[src/verilog/mie_pkg.sv]
package mie_pkg;

	// Register offsets and layout
	localparam logic [7:0] SENSE_A_OFS     = 8'h37;
	localparam logic [7:0] SENSE_B_OFS     = 8'h3D;
	localparam logic [7:0] SENSE_A_RST     = 8'h00;
	localparam logic [7:0] SENSE_B_RST     = 8'h00;
	localparam logic [7:0] SENSE_A_MASK    = 8'h3F;
	localparam logic [7:0] SENSE_B_MASK    = 8'h0F;
	localparam int         LINE0_POS       = 0;
	localparam int         LINE1_POS       = 2;
	localparam int         LINE2_POS       = 4;
	localparam int         LINE3_POS       = 0;
	localparam int         LINE4_POS       = 2;

	// Sensitivity encodings
	localparam logic [1:0] SENSE_FALL_LOW  = 2'h0;
	localparam logic [1:0] SENSE_RISE      = 2'h1;
	localparam logic [1:0] SENSE_FALL      = 2'h2;
	localparam logic [1:0] SENSE_BOTH      = 2'h3;

	// Source numbering, index 0 is highest priority
	localparam int         NUM_SRC         = 14;
	localparam int         NUM_EXT         = 5;
	localparam int         NUM_PERIPH      = 5;
	localparam int         SRC_AWU         = 0;
	localparam int         SRC_EXT0        = 1;
	localparam int         SRC_EXT1        = 2;
	localparam int         SRC_EXT2        = 3;
	localparam int         SRC_EXT3        = 5;
	localparam int         SRC_EXT4        = 6;
	localparam int         SRC_ATCMP       = 8;
	localparam int         SRC_ATOVF       = 9;
	localparam int         SRC_LTCAP       = 10;
	localparam int         SRC_LTRTC       = 11;

	localparam logic [15:0] VEC_TOP        = 16'hFFFA;
	localparam logic [15:0] VEC_STEP       = 16'h0002;

	typedef enum logic [1:0] {
		MIE_RUN,
		MIE_WAIT,
		MIE_ACTIVE_HALT,
		MIE_HALT
	} mie_pwr_t;

	// Peripheral sources in order awu, atcmp, atovf, ltcap, ltrtc
	typedef struct packed {
		logic [NUM_PERIPH-1:0] set;
		logic [NUM_PERIPH-1:0] enable;
		logic [NUM_PERIPH-1:0] clear;
	} mie_periph_t;

	typedef struct packed {
		logic        valid;
		logic [3:0]  num;
		logic [15:0] vector;
	} mie_req_t;

endpackage : mie_pkg

[src/verilog/mie_ext_line.sv]
`timescale 1ns/1ps
module mie_ext_line (
	// Clock and reset
	input  wire logic       sys_clk_i,
	input  wire logic       srst_i,
	// Line and setting
	input  wire logic       line_i,
	input  wire logic [1:0] sense_i,
	input  wire logic       sense_chg_i,
	input  wire logic       ack_i,
	// Result
	output logic            pend_o,
	output logic            fall_o
);
	import mie_pkg::*;

	logic line_r;
	logic pend_r;
	logic pend_nxt;
	logic fall_r;
	logic fall_nxt;

	wire rise_w  = line_i & ~line_r;
	wire fall_w  = ~line_i & line_r;
	wire level_w = (sense_i == SENSE_FALL_LOW);
	wire edge_w  = ((sense_i == SENSE_RISE) & rise_w)
	             | ((sense_i == SENSE_FALL) & fall_w)
	             | ((sense_i == SENSE_BOTH) & (rise_w | fall_w))
	             | (level_w & fall_w);
	wire hit_w   = edge_w | (level_w & ~line_i);

	// Set beats entry clear, setting change discards
	assign pend_nxt = sense_chg_i ? 1'b0
	                : hit_w ? 1'b1
	                : ack_i ? 1'b0 : pend_r;

	// Pending request born of a fall or low level; a rising-edge hit clears it though the request stays pending
	assign fall_nxt = sense_chg_i ? 1'b0
	                : hit_w ? (~line_i & (fall_r | ~pend_r))
	                : ack_i ? 1'b0 : fall_r;

	always_ff @(posedge sys_clk_i) begin
		if (srst_i) begin
			line_r <= 1'b1;
			pend_r <= 1'b0;
			fall_r <= 1'b0;
		end else begin
			line_r <= line_i;
			pend_r <= pend_nxt;
			fall_r <= fall_nxt;
		end
	end

	assign pend_o = pend_r;
	assign fall_o = fall_r;
endmodule : mie_ext_line

[src/verilog/mie_core.sv]
// The address-and-strobe port was chosen for this implementation.
`timescale 1ns/1ps
module mie_core (
	// Clock and reset
	input  wire logic                sys_clk_i,
	input  wire logic                srst_i,
	// Register port
	input  wire logic [7:0]          reg_addr_i,
	input  wire logic [7:0]          reg_wdata_i,
	input  wire logic                reg_wr_i,
	input  wire logic                reg_rd_i,
	output logic [7:0]               reg_rdata_o,
	// CPU side
	input  wire logic                irq_mask_i,
	input  wire logic                irq_ack_i,
	input  wire logic [3:0]          irq_ack_num_i,
	input  wire mie_pkg::mie_pwr_t   pwr_mode_i,
	input  wire logic                awu_halt_i,
	output mie_pkg::mie_req_t        irq_req_o,
	output logic                     wake_o,
	// Sources
	input  wire logic [4:0]          ext_line_i,
	input  wire mie_pkg::mie_periph_t periph_i,
	output logic [4:0]               periph_pend_o
);
	import mie_pkg::*;

	logic [7:0]            sense_a_r;
	logic [7:0]            sense_b_r;
	logic [7:0]            sense_a_nxt;
	logic [7:0]            sense_b_nxt;
	logic [7:0]            rdata_r;
	logic [NUM_PERIPH-1:0] per_r;
	logic [NUM_PERIPH-1:0] per_nxt;
	logic [NUM_EXT-1:0]    ext_pend;
	logic [NUM_EXT-1:0]    ext_fall;
	logic [NUM_EXT-1:0]    ext_chg;
	logic [NUM_EXT-1:0]    ext_ack;
	logic [1:0]            sense [NUM_EXT];
	logic [NUM_SRC-1:0]    active;
	logic [NUM_SRC-1:0]    wake_src;
	mie_req_t              req_r;
	mie_req_t              req_nxt;

	function automatic logic [15:0] vec_of(input logic [3:0] n);
		vec_of = VEC_TOP - (VEC_STEP * {12'h000, n});
	endfunction : vec_of

	function automatic logic [3:0] first_set(input logic [NUM_SRC-1:0] v);
		first_set = 4'h0;
		for (int i = NUM_SRC - 1; i >= 0; i--) begin
			if (v[i]) begin
				first_set = 4'(i);
			end
		end
	endfunction : first_set

	// Register decode
	wire wr_a_w   = reg_wr_i & (reg_addr_i == SENSE_A_OFS) & irq_mask_i;
	wire wr_b_w   = reg_wr_i & (reg_addr_i == SENSE_B_OFS) & irq_mask_i;
	assign sense_a_nxt = wr_a_w ? (reg_wdata_i & SENSE_A_MASK) : sense_a_r;
	assign sense_b_nxt = wr_b_w ? (reg_wdata_i & SENSE_B_MASK) : sense_b_r;
	wire [7:0] rd_mux_w = (reg_addr_i == SENSE_A_OFS) ? sense_a_r
	                    : (reg_addr_i == SENSE_B_OFS) ? sense_b_r : 8'h00;

	assign sense[0] = sense_a_r[LINE0_POS +: 2];
	assign sense[1] = sense_a_r[LINE1_POS +: 2];
	assign sense[2] = sense_a_r[LINE2_POS +: 2];
	assign sense[3] = sense_b_r[LINE3_POS +: 2];
	assign sense[4] = sense_b_r[LINE4_POS +: 2];

	// Setting change per line
	assign ext_chg[0] = wr_a_w & (sense_a_nxt[LINE0_POS +: 2] != sense[0]);
	assign ext_chg[1] = wr_a_w & (sense_a_nxt[LINE1_POS +: 2] != sense[1]);
	assign ext_chg[2] = wr_a_w & (sense_a_nxt[LINE2_POS +: 2] != sense[2]);
	assign ext_chg[3] = wr_b_w & (sense_b_nxt[LINE3_POS +: 2] != sense[3]);
	assign ext_chg[4] = wr_b_w & (sense_b_nxt[LINE4_POS +: 2] != sense[4]);

	wire ack_w = irq_ack_i & req_r.valid;
	assign ext_ack[0] = ack_w & (irq_ack_num_i == 4'(SRC_EXT0));
	assign ext_ack[1] = ack_w & (irq_ack_num_i == 4'(SRC_EXT1));
	assign ext_ack[2] = ack_w & (irq_ack_num_i == 4'(SRC_EXT2));
	assign ext_ack[3] = ack_w & (irq_ack_num_i == 4'(SRC_EXT3));
	assign ext_ack[4] = ack_w & (irq_ack_num_i == 4'(SRC_EXT4));

	for (genvar g = 0; g < NUM_EXT; g++) begin : g_line
		mie_ext_line u_line (
			.sys_clk_i   (sys_clk_i),
			.srst_i      (srst_i),
			.line_i      (ext_line_i[g]),
			.sense_i     (sense[g]),
			.sense_chg_i (ext_chg[g]),
			.ack_i       (ext_ack[g]),
			.pend_o      (ext_pend[g]),
			.fall_o      (ext_fall[g])
		);
	end

	// Peripheral latches: set wins over clear, enable not needed to latch
	assign per_nxt = periph_i.set | (per_r & ~periph_i.clear);

	// Candidate requests, peripheral ones gated by local enable
	always_comb begin
		active = '0;
		active[SRC_AWU]   = per_r[0] & periph_i.enable[0];
		active[SRC_ATCMP] = per_r[1] & periph_i.enable[1];
		active[SRC_ATOVF] = per_r[2] & periph_i.enable[2];
		active[SRC_LTCAP] = per_r[3] & periph_i.enable[3];
		active[SRC_LTRTC] = per_r[4] & periph_i.enable[4];
		active[SRC_EXT0]  = ext_pend[0];
		active[SRC_EXT1]  = ext_pend[1];
		active[SRC_EXT2]  = ext_pend[2];
		active[SRC_EXT3]  = ext_pend[3];
		active[SRC_EXT4]  = ext_pend[4];
	end

	// Which active sources may leave the current low-power mode
	wire ah_w   = (pwr_mode_i == MIE_ACTIVE_HALT);
	wire halt_w = (pwr_mode_i == MIE_HALT);
	wire any_halt_w = ah_w | halt_w;
	always_comb begin
		wake_src = '0;
		wake_src[SRC_AWU]   = halt_w & awu_halt_i;
		wake_src[SRC_EXT0]  = any_halt_w;
		wake_src[SRC_EXT1]  = any_halt_w;
		wake_src[SRC_EXT2]  = any_halt_w & ~ext_fall[2];
		wake_src[SRC_EXT3]  = any_halt_w;
		wake_src[SRC_EXT4]  = ah_w;
		wake_src[SRC_ATCMP] = 1'b0;
		wake_src[SRC_ATOVF] = ah_w;
		wake_src[SRC_LTCAP] = 1'b0;
		wake_src[SRC_LTRTC] = ah_w;
	end

	wire wait_wake_w = (pwr_mode_i == MIE_WAIT) & (|active);
	wire halt_wake_w = |(active & wake_src);

	// Winner selection
	wire [3:0] win_w = first_set(active);
	assign req_nxt.valid  = (|active) & ~irq_mask_i;
	assign req_nxt.num    = win_w;
	assign req_nxt.vector = vec_of(win_w);

	always_ff @(posedge sys_clk_i) begin
		if (srst_i) begin
			sense_a_r <= SENSE_A_RST;
			sense_b_r <= SENSE_B_RST;
			per_r     <= '0;
			req_r     <= '0;
			rdata_r   <= 8'h00;
			wake_o    <= 1'b0;
		end else begin
			sense_a_r <= sense_a_nxt;
			sense_b_r <= sense_b_nxt;
			per_r     <= per_nxt;
			req_r     <= req_nxt;
			rdata_r   <= reg_rd_i ? rd_mux_w : 8'h00;
			wake_o    <= wait_wake_w | halt_wake_w;
		end
	end

	assign irq_req_o     = req_r;
	assign reg_rdata_o   = rdata_r;
	assign periph_pend_o = per_r;
endmodule : mie_core

[config.mk]
export PLATFORM = sky130hd
export DESIGN_NAME = mie_core
export DESIGN_NICKNAME = d
export VERILOG_FILES = /design/src/verilog/mie_pkg.sv /design/src/verilog/mie_ext_line.sv /design/src/verilog/mie_core.sv
export SDC_FILE = /design/constraint.sdc
export NUM_CORES = 1
export LEC_CHECK = 0
export ABC_AREA = 0
export BUFFER_PORTS_ARGS = -buffer_cell sky130_fd_sc_hd__buf_4
export CORE_MARGIN = 2
export CORE_UTILIZATION = 26
export CTS_BUF_LIST = sky130_fd_sc_hd__clkbuf_8 sky130_fd_sc_hd__clkbuf_16
export DETAILED_ROUTE_END_ITERATION = 7
export SETUP_SLACK_MARGIN = 0.5
export SLEW_MARGIN = 40
export SYNTH_ARGS = -nofsm -noshare
export SYNTH_HDL_FRONTEND = slang
export SYNTH_SLANG_ARGS = --single-unit
[constraint.sdc]
create_clock -name sys_clk_i -period 2.5 [get_ports sys_clk_i]
set_input_delay 0.125 -clock sys_clk_i [delete_from_list [all_inputs] [get_ports sys_clk_i]]
set_output_delay 0.125 -clock sys_clk_i [all_outputs]
set_load 0.01 [all_outputs]
Yosys cells after proc, flatten, opt, wreduce, memory -nomap -nowiden:

Index checks and enable logic that the tools add are counted.

* flip-flop bits (word level): 56
* bits in latches: 0
* bits in writable memories: 0
* bits in read-only memories: 0
* input port bits: 49
* word-level logic and storage cells: 201
* memories: 0

* add/sub/neg operators: 1
* multiply operators: 0
* divide/modulo/power cells: 0
* order comparisons: 0
* equality and inequality tests: 30
* shift-type cells: 0
* multiplexer cells: 25
* bitwise gates (word level): 106
* reductions and logical operators: 19

Operator list (number)
* $and 1x1->1: 60
* $mux 4: 12
* $or 1x1->1: 28
* $eq 2x2->1 const B: 12
* $eq 8x6->1 const B: 2
* $not 1->1: 14
* $reduce_or 14->1: 1
* $and 12x12->12: 1
* $eq 2x1->1 const B: 6
* $mux 6: 2
* $reduce_or 2->1: 6
* $mux 1: 11
* $logic_not 2->1: 5
* $ne 2x2->1: 5
* $reduce_bool 2->1: 5
* $reduce_or 10->1: 1
* $eq 4x2->1 const B: 2
* $eq 4x3->1 const B: 2
* $sub 4x6->7 const A: 1
* $and 5x5->5: 1
* $not 5->5: 1
* $or 5x5->5: 1
* $eq 4x1->1 const B: 1
* $reduce_or 3->1: 1

Longest topological paths before layout:

* depth in word-level cells: 12
* gate-level depth with buffers: 8
* mapped depth without buffers: 8

By module:

Synthesis repeated with hierarchy kept, for this count alone.

* cell total of the unflattened synthesis: 267
* area total of the unflattened synthesis: 2427.3 um2

By module, submodules not included
* mie_core: times used 1, cells each 162, area each 1526.5 um2
* mie_ext_line: times used 5, cells each 21, area each 180.2 um2

Worst setup path after synthesis:

No wires, ideal clock.

* path type: reg-to-reg
* start: register per_r[2] (netlist: periph_pend_o[2])
* end: register req_r, in the netlist irq_req_o[4]
* setup time: 0.128 ns
* arrival time: 1.265 ns
* slack: 1.108 ns
* cell stages (with the launch flop): 8
* clock period less this slack: 1.392 ns
* path through: dfxtp_1 > a22oi_1 > a21oi_1 > o21ai_0 > and2_1 > ha_1 > xnor2_1 > nor2_1

RTL lines
* from (decl): RTL line mie_core.sv:33 `logic [NUM_PERIPH-1:0] per_r;`
* from (signal assigned): RTL line mie_core.sv:155 `per_r <= per_nxt;`
* to (signal assigned): RTL line mie_core.sv:156 `req_r <= req_nxt;`
* to (decl): RTL line mie_core.sv:42 `mie_req_t req_r;`

Worst setup path in the final report:

* start: register per_r[2] (netlist: periph_pend_o[2])
* end: register wake_o

* word-level cells in the longest chain between the ends: 4
* elaborated cells on any way between the ends: 6

Ends and longest elaborated chain
* $and 1x1->1 (*): RTL line mie_core.sv:107 `active[SRC_ATOVF] = per_r[2] & periph_i.enable[2];`
* $and 12x12->12 or $reduce_or 10->1 (tied branches): RTL line mie_core.sv:136, mie_core.sv:135
* $reduce_or 14->1 or $and 1x1->1 (tied branches): RTL line mie_core.sv:136, mie_core.sv:135
* $or 1x1->1 (*): RTL line mie_core.sv:158 `wake_o <= wait_wake_w | halt_wake_w;`
* to (signal assigned): RTL line mie_core.sv:158
* to (decl): RTL line mie_core.sv:20 `output logic wake_o,`

Every way passes the cells marked *; elsewhere a longest branch is shown, timed or not.
A chain may end at the register's enable or synchronous reset.

==> impl_metrics.py <==
metrics = {
    "clock_network": {
        "h-tree-depth": 2,
        "cts_buffer_depth": 2,
        "postCtsResizedCells": 0,
        "cts_buffers": 5,
        "hold_buffers": 0,
        "clkTransAtPathRegs_ns": 0.08,
        "post_cts.repair.setup_buffers": 0,
        "cts_tree": "done",
        "clkSinkCount": 43,
        "ctsRootBufferMaster": "clkbuf_8",
        "clk_latency_ns": 0.29,
    },
    "logic_synthesis": {
        "synthCells": 239,
        "synthTopCellsByCount": "dfxtp_1 (43), nor2_1 (31), nand2_1 (23), a21oi_1 (17), inv_1 (17)",
        "syn_area_per_cell_sq_um": 8.76,
        "synth_edf_count": 0,
        "synth.area.top_cells": "dfxtp_1 (41%), ha_1 (6.6%), nor2_1 (5.6%), mux2i_1 (4.8%), buf_4 (4.7%)",
        "ys_seq_elements": 43,
        "yosysWarnings": 0,
        "synth_area_sq_um": 2090,
        "async_flop_share_pct": 0,
        "synth_cell_type_count": 45,
        "synth_top_cell_area_share_pct": 41.1,
        "ys_seq_area_share_pct": 41.1,
        "ys.flop_type": "dfxtp_1",
        "synth_top_area_cell": "dfxtp_1",
        "yosys.cell_count.top_type": "dfxtp_1",
    },
    "global_route": {
        "grt_max_degree": 30,
        "antenna_found_initial": 0,
        "overflow": 0,
        "grt_pass1_wl_mm": 8.22,
        "grt.total_usage_pct": 11.8,
        "grt_pass1_vias": 1800,
    },
    "sta": {
        "fin_crit_ns": 1.47,
        "tns_ns": 0,
        "rsz0062_at_grt": "false",
        "slew_violations": 0,
        "max_freq_ghz": 0.681,
        "hold_viol": 0,
        "finalClockSkew_ns": 0.00586,
        "holdWs_ns": 0.0242,
        "slew_headroom_pct": 65.5,
        "period_share_pct": 58.7,
        "setup_viol": 0,
        "tightestPinTransition_ns": 0.516,
    },
    "route": {
        "drtPass1Iterations": 4,
        "ant_nets": 0,
        "avgViaCountPerCell": 4.42,
        "vias": 1828,
        "routed_wirelength_mm": 5.13,
        "post_drt_wl_per_cell_um": 12.4,
        "drcViolationCount": 0,
        "first_iter_violations": 71,
    },
    "worst_setup_path": {
        "slowest_delay_ns": 0.46,
        "worstPathMaxFanout": 5,
        "crit_path_top_delay_cell": "or4_1",
        "endpoint_kind": "register",
        "critPathLaunchType": "register",
        "worstPathRequired_ns": 2.67,
        "crit_arrival_ns": 1.64,
        "worstPathCellList": "a22oi_1 -> nand3_1 -> or4_1 -> nor2_1 -> nor4_1",
        "worstSetupPathType": "register to register",
    },
    "placement": {
        "portBuffers": 78,
        "hpwl_mm": 3.98,
        "place.gp.congestion": 0.784,
    },
    "cells_and_area": {
        "nNetsFinal": 371,
        "nFillCells": 829,
        "register_area_sq_um": 861,
        "multi_input_area_sq_um": 1060,
        "diodes": 0,
        "layout-drive-gt1-share_pct": 28.8,
        "syn2layout_area_growth_pct": 33.5,
    },
    "pwr": {
        "power.density_nw_per_um2": 496,
        "vdd_ir_drop_max_uv": 195,
        "leakage_uw": 0.00129,
    },
    "die": {
        "die_width_um": 93.7,
        "num_rows": 32,
        "floorplan.initialDensity_pct": 26.9,
        "dieArea_sq_um": 8780,
        "core_area_sq_um": 7770,
        "pin_count": 84,
        "dieHeight_um": 93.7,
    },
    "worst_hold_path": {
        "min_path_type": "primary input to register",
    },
    "outcome": {
        "status": "finished clean",
    },
    "run": {
        "maxCapViolCount": 0,
    },
}
-- cells in the final DEF (no fill, tap or decap), types with 2 or more instances in the layout --
cell type,count
a221oi_1,2
mux2i_1,10
ha_1,11
a21oi_1,17
dfxtp_1,43
and3_1,2
clkbuf_8,5
xnor2_1,11
inv_1,19
nand2_1,23
or4b_1,2
conb_1,3
nand3_1,5
nor2_1,31
o21ai_0,6
a22o_1,4
a211oi_1,4
nand4b_1,2
nor3_1,6
and2_1,3
buf_4,79
-- worst max-delay path: cells and delay by family, from the launching register on --
family          cells  cell delay, ns
flops               1            0.36
simple gates        4            0.75
compound gates      1            0.24
-- state kept, by name, summed over array words and instances, names as in the netlist --
name	flops
sense_a_r	6
irq_req_o	10
sense_b_r	4
g_line.u_line.pend_o	5
g_line.u_line.line_r	5
g_line.u_line.fall_o	1
periph_pend_o	5
wake_o	1
reg_rdata_o	6
-- kinds of logic (layout without fill, tap and decap cells) --
group | count (synthesis) | after routing | synth area share [%]
multiplexers | 10 | 10 | 4.78
adder cells (fa/ha/maj) | 11 | 11 | 6.57
AND/OR/NAND/NOR | 85 | 85 | 20.6
XOR/XNOR | 11 | 11 | 4.60
flip-flops | 43 | 43 | 41.1
buffers and inverters | 34 | 105 | 8.43
AO/OA/AOI/OAI | 44 | 44 | 13.7
other | 1 | 3 | 0.179
-- path summary, 6_finish.rpt --
| path | startpoint | to | slack [ns] | cells past startpoint |
|---|---|---|---|---|
| worst min-delay path | irq_mask_i | irq_req_o[20] | 0.02 | 2 |
| worst max register to register | periph_pend_o[2] | wake_o | 1.03 | 5 |
| worst min register to register | g_line[2].u_line.fall_o | g_line[2].u_line.fall_o | 0.49 | 2 |
| worst max-delay path | periph_pend_o[2] | wake_o | 1.03 | 5 |
-- stage by stage --
step	setup slack (ns)	total power, uW	std cells	utilization (%)	instance area (sq um)
finish	1.03	1390	414	36.0	2790
detailed placement	1.02	984	406	34.9	2710
CTS	1.00	1400	414	36.0	2790
global placement	1.04	978	406	34.9	2710
global route	0.906	1460	414	36.0	2790
floorplan	1.11	866	241	-	2100
-- layout make-up --
cell class / count / share of cell area, %
sequential: 43 / 30.8
clock buffer: 5 / 2.46
timing repair buffer: 79 / 21.2
clock inverter: 3 / 0.448
multi-input combinational: 164 / 38.1
tap: 102 / 4.57
inverter: 18 / 2.42
-- report_power, final --
group / switching (uW) / total [uW] / internal, uW / leakage [uW]
clock network: 232 / 420 / 188 / 0.0000505
logic: 104 / 227 / 123 / 0.000882
registers: 24.4 / 738 / 714 / 0.000354
-- metal layers --
metal / vias up / global-route usage, % / wire length, um / part of all wire (%)
met5: - / 0 / 0 / 0
li1: 948 / - / - / -
met1: 817 / 14.0 / 2270 / 44
met3: 5 / 3.05 / 315 / 6.1
met4: 0 / 3.26 / 57 / 1.1
met2: 58 / 21.1 / 2500 / 49
No activity file was read; power rests on OpenSTA's default activity.
